[src/nfc_cfg.svh]
/*
   Offsets, field positions, reset values and timing counts of the upstream
   failover control block. Assumes a 100 MHz clock and byte addressing on the
   register bus.
*/
`ifndef NFC_CFG_SVH
`define NFC_CFG_SVH

// ==========================================================================
// register offsets (byte addresses)
`define NFC_OFS_STATUS 12'h228
`define NFC_OFS_CONTROL 12'h22C
`define NFC_OFS_WATCHDOG 12'h230
`define NFC_OFS_IRQ_MASK 12'h234

// ==========================================================================
// status fields
`define NFC_STS_MODE 0
`define NFC_STS_DONE 1
`define NFC_STS_START 2

// ==========================================================================
// control fields
`define NFC_CTL_MODE_SEL 0
`define NFC_CTL_PIN_EN 1
`define NFC_CTL_TIMER_EN 2
`define NFC_CTL_SWAP_BLOCK 3
`define NFC_CTL_UP_LD_BLOCK 4
`define NFC_CTL_BR_LD_BLOCK 5
`define NFC_CTL_UP_IGNORE 6
`define NFC_CTL_BR_IGNORE 7

// ==========================================================================
// values
`define NFC_MODE_NORMAL 1'b0
`define NFC_MODE_SWAPPED 1'b1
`define NFC_BOOT_SWAP_A 4'h5
`define NFC_BOOT_SWAP_B 4'h6
`define NFC_RST_FLAG 1'b0
`define NFC_RST_CTL 7'h00
`define NFC_RST_MASK 2'h0
`define NFC_RST_COUNT 32'h0000_0000

// ==========================================================================
// timing
`define NFC_CLK_PERIOD_NS 10
`define NFC_TICK_NS 1000
`define NFC_TICK_CYCLES ((`NFC_TICK_NS + `NFC_CLK_PERIOD_NS - 1) / `NFC_CLK_PERIOD_NS)

`endif

[src/nfc_pkg.sv]
/*
   Types of the upstream failover control block.
   Assumes nothing of its surroundings.
*/
package nfc_pkg;

   // ==========================================================================
   // swap sequencer states, gray along idle -> start -> wait
   typedef enum logic [1:0]
   {
      NFC_IDLE = 2'b00,
      NFC_START = 2'b01,
      NFC_WAIT = 2'b11
   } nfc_state_t;

endpackage : nfc_pkg

[src/nfc_ctrl.sv]
/*
   Upstream failover control and status registers, swap sequencer and hot
   reset gating, reached over an Avalon-MM slave with waitrequest.
   Assumes the port swap datapath takes swapStart/swapTarget and answers with
   swapComplete on this clock, and that switchOpMode is stable at reset.
*/
// Local design decision: the Avalon-MM interface to the registers.
// Function
// - status bit 0 reads current port association, 0 normal, 1 swapped.
// - swap-done flag at status bit 1 sets on completion, write one clears.
// - swap-started flag at status bit 2 sets on start, write one clears.
// - writing a differing mode-select value starts a swap toward that mode.
// - mode-select reads current mode, or during a swap the pending select value set by a write, the pin or the timer.
// - mode-select starts at one when boot operating mode is 5 or 6.
// - with pin enable set, pin disagreeing with current mode starts a swap.
// - with timer enable set, watchdog expiry starts a swap.
// - control bit 3 blocks link-down hot resets caused by a swap.
// - control bit 4 blocks hot reset on upstream link down.
// - control bit 5 blocks hot reset on bridge link down.
// - control bit 6 ignores hot resets received on the upstream port.
// - control bit 7 ignores hot resets received on the bridge port.
// - watchdog drops once per microsecond, stops at zero, expires on one-to-zero.
`timescale 1ns/100ps
`include "nfc_cfg.svh"
module nfc_ctrl #(
   parameter int WD_WIDTH = 32,
   parameter int TICK_CYCLES = `NFC_TICK_CYCLES
)
(
   input wire logic clk,
   input wire logic rst_n,
   input wire logic hotReset,
   input wire logic [3:0] switchOpMode,
   input wire logic swapRequestPin,
   input wire logic swapComplete,
   output logic swapStart,
   output logic swapTarget,
   output logic currentSwapMode,
   input wire logic upLinkDown,
   input wire logic bridgeLinkDown,
   input wire logic upHotResetRx,
   input wire logic bridgeHotResetRx,
   output logic upHotResetOut,
   output logic bridgeHotResetOut,
   input wire logic [11:0] address,
   input wire logic read,
   input wire logic write,
   input wire logic [31:0] writedata,
   input wire logic [3:0] byteenable,
   output logic [31:0] readdata,
   output logic waitrequest,
   output logic irq
);

   // ==========================================================================
   // declarations
   nfc_pkg::nfc_state_t state;
   nfc_pkg::nfc_state_t next_state;
   logic ack;
   logic next_ack;
   logic [31:0] next_readdata;
   logic request;
   logic doWrite;
   logic ctlWrite;
   logic stsWrite;
   logic maskWrite;
   logic wdWrite;
   logic swapModeSelect;
   logic next_swapModeSelect;
   logic next_currentSwapMode;
   logic next_swapTarget;
   logic initDone;
   logic next_initDone;
   logic bootSel;
   logic modeRead;
   logic busy;
   logic [`NFC_CTL_BR_IGNORE:`NFC_CTL_PIN_EN] ctrlBits;
   logic [`NFC_CTL_BR_IGNORE:`NFC_CTL_PIN_EN] next_ctrlBits;
   logic swapDoneFlag;
   logic next_swapDoneFlag;
   logic swapStartedFlag;
   logic next_swapStartedFlag;
   logic [`NFC_STS_START:`NFC_STS_DONE] irqMask;
   logic [`NFC_STS_START:`NFC_STS_DONE] next_irqMask;
   logic next_irq;
   logic next_upHotResetOut;
   logic next_bridgeHotResetOut;
   logic pinSync;
   logic [WD_WIDTH-1:0] wdCount;
   logic [WD_WIDTH-1:0] wdMerged;
   logic wdExpire;

   function automatic logic [31:0] mergeBytes(input logic [31:0] oldValue,
      input logic [31:0] newValue, input logic [3:0] lanes);
      logic [31:0] merged;
      merged = oldValue;
      for (int i = 0; i < 4; i++)
      begin
         if (lanes[i])
         begin
            merged[i*8 +: 8] = newValue[i*8 +: 8];
         end
      end
      return merged;
   endfunction : mergeBytes

   // ==========================================================================
   // helpers
   nfc_sync #(.WIDTH(1)) u_pinSync
   (
      .clk(clk),
      .rst_n(rst_n),
      .pinIn(swapRequestPin), // high asks for swapped, low for normal
      .synced(pinSync)
   );

   nfc_watchdog #(.WIDTH(WD_WIDTH), .TICK_CYCLES(TICK_CYCLES)) u_watchdog
   (
      .clk(clk),
      .rst_n(rst_n),
      .load(wdWrite),
      .loadValue(wdMerged),
      .count(wdCount),
      .expire(wdExpire)
   );

   // ==========================================================================
   // bus slave: one wait cycle, then the access takes effect
   assign request = read | write;
   assign waitrequest = request & ~ack;
   assign doWrite = write & ack;
   assign ctlWrite = doWrite && address == `NFC_OFS_CONTROL && byteenable[0];
   assign stsWrite = doWrite && address == `NFC_OFS_STATUS && byteenable[0];
   assign maskWrite = doWrite && address == `NFC_OFS_IRQ_MASK && byteenable[0];
   assign wdWrite = doWrite && address == `NFC_OFS_WATCHDOG && byteenable != 4'h0;
   assign wdMerged = WD_WIDTH'(mergeBytes(32'(wdCount), writedata, byteenable));
   assign busy = (state != nfc_pkg::NFC_IDLE);
   assign modeRead = busy ? swapModeSelect : currentSwapMode;
   assign bootSel = (switchOpMode == `NFC_BOOT_SWAP_A) || (switchOpMode == `NFC_BOOT_SWAP_B);
   assign swapStart = (state == nfc_pkg::NFC_START);

   always_comb
   begin
      next_ack = request & ~ack;
      next_readdata = readdata;
      if (request && !ack)
      begin
         next_readdata = 32'h0000_0000;
         case (address)
            `NFC_OFS_STATUS:
            begin
               next_readdata[`NFC_STS_MODE] = currentSwapMode;
               next_readdata[`NFC_STS_DONE] = swapDoneFlag;
               next_readdata[`NFC_STS_START] = swapStartedFlag;
            end
            `NFC_OFS_CONTROL:
            begin
               next_readdata[`NFC_CTL_MODE_SEL] = modeRead;
               next_readdata[`NFC_CTL_BR_IGNORE:`NFC_CTL_PIN_EN] = ctrlBits;
            end
            `NFC_OFS_WATCHDOG:
            begin
               next_readdata = 32'(wdCount);
            end
            `NFC_OFS_IRQ_MASK:
            begin
               next_readdata[`NFC_STS_START:`NFC_STS_DONE] = irqMask;
            end
            default:
            begin
               next_readdata = 32'h0000_0000;
            end
         endcase
      end
   end

   always_ff @(posedge clk)
   begin
      if (!rst_n)
      begin
         ack <= 1'b0;
         readdata <= 32'h0000_0000;
      end
      else
      begin
         ack <= next_ack;
         readdata <= next_readdata;
      end
   end

   // ==========================================================================
   // mode select and swap sequencer
   always_comb
   begin
      next_state = state;
      next_currentSwapMode = currentSwapMode;
      next_swapModeSelect = swapModeSelect;
      next_swapTarget = swapTarget;
      next_ctrlBits = ctrlBits;
      next_initDone = 1'b1;
      if (!initDone)
      begin
         // strap caught on the first clock after release, not under reset
         next_currentSwapMode = bootSel;
         next_swapModeSelect = bootSel;
      end
      else
      begin
         // a write during a swap is simply queued behind it
         if (ctlWrite)
         begin
            next_ctrlBits = writedata[`NFC_CTL_BR_IGNORE:`NFC_CTL_PIN_EN];
            next_swapModeSelect = writedata[`NFC_CTL_MODE_SEL];
         end
         else if (!busy && ctrlBits[`NFC_CTL_PIN_EN] && pinSync != currentSwapMode)
         begin
            next_swapModeSelect = pinSync;
         end
         else if (ctrlBits[`NFC_CTL_TIMER_EN] && wdExpire)
         begin
            next_swapModeSelect = ~currentSwapMode;
         end
         case (state)
            nfc_pkg::NFC_IDLE:
            begin
               if (swapModeSelect != currentSwapMode)
               begin
                  next_state = nfc_pkg::NFC_START;
                  next_swapTarget = swapModeSelect;
               end
            end
            nfc_pkg::NFC_START:
            begin
               next_state = nfc_pkg::NFC_WAIT;
            end
            nfc_pkg::NFC_WAIT:
            begin
               if (swapComplete)
               begin
                  next_state = nfc_pkg::NFC_IDLE;
                  next_currentSwapMode = swapTarget;
               end
            end
            default:
            begin
               next_state = nfc_pkg::NFC_IDLE;
            end
         endcase
      end
   end

   // sticky state: untouched by hotReset
   always_ff @(posedge clk)
   begin
      if (!rst_n)
      begin
         state <= nfc_pkg::NFC_IDLE;
         currentSwapMode <= `NFC_MODE_NORMAL;
         swapModeSelect <= `NFC_MODE_NORMAL;
         swapTarget <= `NFC_MODE_NORMAL;
         ctrlBits <= `NFC_RST_CTL;
         initDone <= 1'b0;
      end
      else
      begin
         state <= next_state;
         currentSwapMode <= next_currentSwapMode;
         swapModeSelect <= next_swapModeSelect;
         swapTarget <= next_swapTarget;
         ctrlBits <= next_ctrlBits;
         initDone <= next_initDone;
      end
   end

   // ==========================================================================
   // status flags, mask and interrupt; a flag set beats a same-cycle clear
   always_comb
   begin
      next_swapStartedFlag = (swapStartedFlag & ~(stsWrite & writedata[`NFC_STS_START]))
         | swapStart;
      next_swapDoneFlag = (swapDoneFlag & ~(stsWrite & writedata[`NFC_STS_DONE]))
         | (state == nfc_pkg::NFC_WAIT && swapComplete);
      next_irqMask = irqMask;
      if (hotReset)
      begin
         next_irqMask = `NFC_RST_MASK; // non-sticky
      end
      else if (maskWrite)
      begin
         next_irqMask = writedata[`NFC_STS_START:`NFC_STS_DONE];
      end
      next_irq = |({swapStartedFlag, swapDoneFlag} & irqMask);
   end

   always_ff @(posedge clk)
   begin
      if (!rst_n)
      begin
         swapStartedFlag <= `NFC_RST_FLAG;
         swapDoneFlag <= `NFC_RST_FLAG;
         irqMask <= `NFC_RST_MASK;
         irq <= 1'b0;
      end
      else
      begin
         swapStartedFlag <= next_swapStartedFlag;
         swapDoneFlag <= next_swapDoneFlag;
         irqMask <= next_irqMask;
         irq <= next_irq;
      end
   end

   // ==========================================================================
   // hot reset gating
   always_comb
   begin
      next_upHotResetOut = (upLinkDown && !ctrlBits[`NFC_CTL_UP_LD_BLOCK]
         && !(busy && ctrlBits[`NFC_CTL_SWAP_BLOCK]))
         || (upHotResetRx && !ctrlBits[`NFC_CTL_UP_IGNORE]);
      next_bridgeHotResetOut = (bridgeLinkDown && !ctrlBits[`NFC_CTL_BR_LD_BLOCK]
         && !(busy && ctrlBits[`NFC_CTL_SWAP_BLOCK]))
         || (bridgeHotResetRx && !ctrlBits[`NFC_CTL_BR_IGNORE]);
   end

   always_ff @(posedge clk)
   begin
      if (!rst_n)
      begin
         upHotResetOut <= 1'b0;
         bridgeHotResetOut <= 1'b0;
      end
      else
      begin
         upHotResetOut <= next_upHotResetOut;
         bridgeHotResetOut <= next_bridgeHotResetOut;
      end
   end
endmodule : nfc_ctrl

[src/nfc_sync.sv]
/*
   Two flip-flop synchroniser for level inputs.
   Assumes the inputs are levels that stay put for several clocks.
*/
`timescale 1ns/100ps
module nfc_sync #(parameter int WIDTH = 1)
(
   input wire logic clk,
   input wire logic rst_n,
   input wire logic [WIDTH-1:0] pinIn,
   output logic [WIDTH-1:0] synced
);

   logic [WIDTH-1:0] meta;

   always_ff @(posedge clk)
   begin
      if (!rst_n)
      begin
         meta <= '0;
         synced <= '0;
      end
      else
      begin
         meta <= pinIn;
         synced <= meta;
      end
   end

endmodule : nfc_sync

[src/nfc_watchdog.sv]
/*
   Failover watchdog: a count that drops by one every microsecond, stops at
   zero and pulses expire on the step from one to zero.
   Assumes load comes from the register bus on the same clock.
*/
`timescale 1ns/100ps
`include "nfc_cfg.svh"
module nfc_watchdog #(
   parameter int WIDTH = 32,
   parameter int TICK_CYCLES = `NFC_TICK_CYCLES
)
(
   input wire logic clk,
   input wire logic rst_n,
   input wire logic load,
   input wire logic [WIDTH-1:0] loadValue,
   output logic [WIDTH-1:0] count,
   output logic expire
);

   localparam int DW = $clog2(TICK_CYCLES + 1);

   logic [DW-1:0] divCount;
   logic [DW-1:0] next_divCount;
   logic [WIDTH-1:0] next_count;
   logic next_expire;
   logic tick;

   assign tick = (divCount == DW'(TICK_CYCLES - 1));

   // ==========================================================================
   // microsecond divider and count
   always_comb
   begin
      next_divCount = tick ? '0 : DW'(divCount + 1'b1);
      next_count = count;
      next_expire = 1'b0;
      if (load)
      begin
         next_count = loadValue;
      end
      else if (tick && count != '0)
      begin
         next_count = count - WIDTH'(1);
         next_expire = (count == WIDTH'(1));
      end
   end

   // sticky: only the fundamental reset clears the count
   always_ff @(posedge clk)
   begin
      if (!rst_n)
      begin
         divCount <= '0;
         count <= WIDTH'(`NFC_RST_COUNT);
         expire <= 1'b0;
      end
      else
      begin
         divCount <= next_divCount;
         count <= next_count;
         expire <= next_expire;
      end
   end
endmodule : nfc_watchdog

[config.mk]
export PLATFORM = sky130hd
export DESIGN_NAME = nfc_ctrl
export DESIGN_NICKNAME = d
export VERILOG_FILES = /design/src/nfc_pkg.sv /design/src/nfc_ctrl.sv /design/src/nfc_sync.sv /design/src/nfc_watchdog.sv
export VERILOG_INCLUDE_DIRS = /design/src /design/src/src
export SDC_FILE = /design/constraint.sdc
export NUM_CORES = 1
export LEC_CHECK = 0
export BUFFER_PORTS_ARGS = -buffer_cell sky130_fd_sc_hd__buf_4
export CORE_ASPECT_RATIO = 0.5
export CORE_MARGIN = 3
export CORE_UTILIZATION = 60
export DETAILED_ROUTE_END_ITERATION = 7
export GPL_TIMING_DRIVEN = 0
export PLACE_DENSITY_LB_ADDON = 0.3
export SYNTH_ARGS = -nofsm -noshare
export SYNTH_HDL_FRONTEND = slang
export SYNTH_HIERARCHICAL = 1
export SYNTH_SLANG_ARGS = --single-unit
[constraint.sdc]
create_clock -name clk -period 6.94 [get_ports clk]
set_input_delay 1.388 -clock clk [delete_from_list [all_inputs] [get_ports clk]]
set_output_delay 1.388 -clock clk [all_outputs]
set_load 0.01 [all_outputs]
## Word level (Yosys, flattened, before mapping)

Index checks and enable logic that the tools add are counted.

- Mux-type cells: 22
- Bitwise gates (word level): 16
- $add $sub $neg: 2
- Reduce and logical (&&, ||, !) cells: 48
- Equal/unequal tests: 21

Operator list:

| kind | number |
|---|---|
| two-way mux 32 bit | 2 |
| == test 12 x 10 -> 1 bit, second input constant | 4 |
| == test 32 x 1 -> 1 bit, second input constant | 1 |
| two-way mux 8 bit | 4 |
| nonzero test 32 bit | 1 |
| subtractor 32 x 1 -> 32 bit, second input constant | 1 |
| two-way mux 24 bit | 1 |
| logical AND 1 bit | 21 |
| inequality test 2 bit, second input constant | 7 |
| AND reduction 2 bit | 6 |
| one-hot mux 5 bit (2 select lines) | 1 |
| two-way mux 1 bit | 9 |
| == test 4 x 3 -> 1 bit, second input constant | 2 |
| one-hot mux 2 bit (4 select lines) | 1 |
| adder 7 x 1 -> 7 bit, second input constant | 1 |
| == test 7 bit, second input constant | 1 |
| logical NOT 1 bit | 7 |
| bitwise AND 1 bit | 6 |
| inverter 1 bit | 6 |
| one-hot mux 2 bit (3 select lines) | 1 |
| AND reduction 3 bit | 2 |
| OR reduction 2 bit | 3 |
| two-way mux 2 bit | 2 |
| inequality test 4 x 2 -> 1 bit, second input constant | 1 |
| 12 further kinds | 18 |

- Logic and storage cells: 131
- Output and inout bits: 39
- Flip-flop bits (word level): 95
- Input port bits: 63

## Depth between registers and ports, before layout

- Word-level depth: 7
- Mapped depth: 11
- Depth with buffers taken out: 8

## Hierarchy

The synthesis kept the hierarchy.

Modules (own cells, without submodules):

| module | cells an instance | sequential area each (um^2) | times used | area an instance (um^2) |
|---|---|---|---|---|
| nfc_ctrl | 317 | 1,061.0 | 1 | 2,745.1 |
| nfc_watchdog | 278 | 800.8 | 1 | 2,212.1 |
| nfc_sync | 4 | 40.0 | 1 | 52.6 |

## Least setup slack after synthesis

Ideal clock, no wire load.

- Path kind: input to register
- Start: input address[8]
- End: register u_watchdog.count[11]
- Setup time: 124 ps
- Arrival time: 3,616 ps
- Path buffers: 3
- Data required time: 6,816 ps
- Path slack: 3,200 ps
- Cell stages on the path: 9
- Cell sequence: or4b_4 > nor4_4 > buf_6 > and4_1 > clkbuf_1 > clkbuf_1 > o21ai_0 > o21ai_0 > o21ai_0

- Longest elaborated chain between the ends: 5
- Elaborated cells between the ends (all ways): 7
- Those cells by class: eq/ne: 2; mux: 1; reduce/logical: 4

Ends and longest elaborated chain:

| what | RTL line | RTL |
|---|---|---|
| start: declaration | nfc_ctrl.sv:45 | `input wire logic [11:0] address,` |
| == test 12 x 10 -> 1 bit * | - |  |
| logical AND 1 bit (no line) * | - |  |
| logical AND 1 bit * | nfc_ctrl.sv:135 | `` assign wdWrite = doWrite && address == `NFC_OFS_WATCHDOG && byteenable != 4'h0; `` |
| via wdWrite | nfc_ctrl.sv:67 | `logic wdWrite;` |
| inequality test 2 bit (no line) / nonzero test 2 bit (equally long branches) | - |  |
| AND reduction 2 bit (no line) | - |  |
| end signal: assignment | nfc_watchdog.sv:55 | `` count <= WIDTH'(`NFC_RST_COUNT); `` |
| end signal: assignment | nfc_watchdog.sv:61 | `count <= next_count;` |
| end: declaration | nfc_watchdog.sv:17 | `output logic [WIDTH-1:0] count,` |

The timed path passes the listed nets; every way through them passes the cells marked *.
A chain may end at the register's enable or synchronous reset.

## Worst setup path in the final report

Same ends and word-level chain as after synthesis.

==> run_results.csv <==
group,metric,value,unit
status,status,"completed",
finish,drive_gt1_frac,0.247,
worst_hold_path,hp-class,"register to register",
logic_synthesis,yosysUniqueCellTypes,61,
floorplanning,ios,102,
placed_design,dpl.hpwl,10.9,mm
drt,drc_errors,0,
clocking,clockRootBuffer,"clkbuf_16",
power_and_ir_drop,powerDensity,199,mW/mm^2
worst_setup_path,worstPathRequired,7.16,ns
grt,grt_pass1_wl,23.7,mm
finish,syn2layout_area_growth,23.8,%
floorplanning,die_w,135,um
worst_setup_path,crit_arrival,4.46,ns
logic_synthesis,synth_seq_cells,95,
clocking,post_cts_buffers,0,
timing,rsz0062_at_grt,"no",
logic_synthesis,synth_area_leaders,"dfxtp_1, mux2_2, a21oi_1, nand3_1, o21ai_0",
grt,grt_pass1_vias,4825,
drt,drt_iter0_drc,694,
placed_design,port_buffers,97,
power_and_ir_drop,peakVddDrop,139,uV
logic_synthesis,synth_cells,599,
drt,drt-pass1-iter-count,6,
clocking,cts_tree,"built",
clocking,numClockSinks,95,
timing,worstMarginPinSlew,0.793,ns
worst_hold_path,min_path_cells,1,
grt,antenna_found_initial,0,
finish,n_antenna_cell,0,
timing,relSlewSlack,0.468,
placed_design,gp_congestion,1.01,
logic_synthesis,syn_area_per_cell,8.36,sq um
clocking,clk_latency,0.35,ns
timing,setup_viol,0,
clocking,cts_resized,0,
timing,hold_viol,0,
logic_synthesis,syn-cell-area,0.00501,sq mm
worst_setup_path,crit_type,"input port to register",
logic_synthesis,synth_flop_cell,"dfxtp_1",
floorplanning,dieArea,0.00955,sq mm
timing,fin_crit_sh,0.612,
logic_synthesis,synthTopCellsByCount,"dfxtp_1, a21oi_1, nand3_1",
logic_synthesis,synth_top_area_cell,"dfxtp_1",
clocking,clk_path_buf_depth,2,
clocking,cts_buffers,9,
finish,fin_nets,773,
finish,final_core_util,0.805,
timing,slew_violations,0,
floorplanning,core,0.00771,sq mm
clocking,clk_pin_slew,0.07,ns
drt,vias,5292,
worst_setup_path,crit_fanout,10,
logic_synthesis,synth-edff-count,0,
worst_setup_path,reg2reg_depth,8,
floorplanning,rows,22,
timing,clock_skew,0.00870,ns
clocking,htree_levels,3,
logic_synthesis,synth_seq_area_share,0.380,
drt,routed_wirelength,15.4,mm
floorplanning,initial_core_util,0.650,
logic_synthesis,synth_top_area_frac,0.380,
timing,fmax,236,MHz
grt,grt_max_degree,17,
timing,setup-tns-final,0,ns
logic_synthesis,syn_nets,665,
logic_synthesis,yosys_warnings,6,
drt,postRouteAntennaNets,0,
grt,overflow,0,
worst_setup_path,startpoint_type,"input port",
drt,avgViaCountPerCell,6.45,
worst_setup_path,cp-end-kind,"register",
logic_synthesis,async_flop_share,0,
drt,routedWlPerCell,18.8,um
power_and_ir_drop,p_leak,2.45,nW
timing,fin_crit,4.24,ns
clocking,cts_hold_buffers,0,
logic_synthesis,yosysMostFrequentCell,"dfxtp_1",
flow_run,maxCapViolCount,0,
floorplanning,die_height,70.6,um
grt,gr-usage-all-layers,0.310,
cell usage in the layout (no fill, tap or decap), drive strengths merged, types with 6 or more instances in the layout:
master,n
xnor2,18
or3,8
inv,11
nor3,16
nor4b,6
nor4,15
a21oi,66
dfxtp,95
or4,7
and2,6
nor2,39
mux2i,10
nand2,50
mux2,34
o21ai,49
nand3,51
xor2,6
buf,106
clkbuf,38
worst paths after layout:
| path | startpoint | end | slack, ns |
|---|---|---|---|
| worst min-delay path | u_pinSync/meta | u_pinSync/synced | 0.45 |
| worst max register to register | u_watchdog/count[1] | u_watchdog/count[10] | 4.20 |
| worst max-delay path | address[8] | u_watchdog/count[11] | 2.70 |
| worst min register to register | u_pinSync/meta | u_pinSync/synced | 0.45 |
power breakdown:
group          total [W]  switching, W  internal (W)
Clock           0.000545      0.000217      0.000328
Combinational   0.000129     0.0000702     0.0000592
Sequential      0.000560    0.00000652      0.000554
Total            0.00123      0.000294      0.000940
kinds of logic (layout without fill, tap and decap cells):
kind of cell,count (synthesis),count (layout),synth area share
and+or+nand+nor,231,231,0.250
AOI/OAI and AO/OA,155,155,0.181
DFF,95,95,0.380
buffers and inverters,47,160,0.0440
muxes,44,44,0.0964
xor gates and xnor gates,24,24,0.0420
adders and majority gates,3,3,0.00749
state kept, by name, summed over array words and instances, names as in the netlist, 2 cells and up:
register,cells
ctrlBits,7
u_watchdog/divCount,7
readdata,32
irqMask,2
state,2
u_watchdog/count,32
per-stage QoR:
step                power [W]  setup slack (ns)  area [sq um]  cells  hold slack, ns
finish                0.00123              2.70          6200    820           0.452
floorplan            0.000639              3.20          5010    599           0.406
CTS                   0.00123              2.80          6200    820           0.456
detailed placement   0.000697              2.47          5870    804           0.438
global placement     0.000693              2.50          5870    804           0.425
global route          0.00127              2.56          6200    820           0.468
cell type report:
| cell class | instances | area (sq um) |
|---|---|---|
| flip-flops and latches | 95 | 1900 |
| plain buffers | 37 | 183 |
| inverters | 10 | 37.5 |
| fillers | 555 | 1510 |
| multi-input cells | 457 | 2890 |
| clock buffers | 10 | 239 |
| clock inverters | 6 | 90.1 |
| repair buffers | 97 | 728 |
| well taps | 108 | 135 |
worst max-delay path: stages:
cell	delay, ns
buf_4	0.11
or4b_4	0.57
nor4_4	0.52
buf_6	0.22
and4_1	0.25
clkbuf_1	0.42
clkbuf_1	0.49
o21ai_0	0.17
o21ai_0	0.21
o21ai_0	0.10
metal layers:
metal / wire length, um / global-route usage / up-vias
li1: - / - / 2410
met1: 6250 / 0.404 / 2506
met2: 7140 / 0.502 / 325
met3: 1560 / 0.0703 / 51
met4: 454 / 0.132 / 0
met5: 0 / 0 / -
Note: power is estimated with default switching activity, not from simulation.
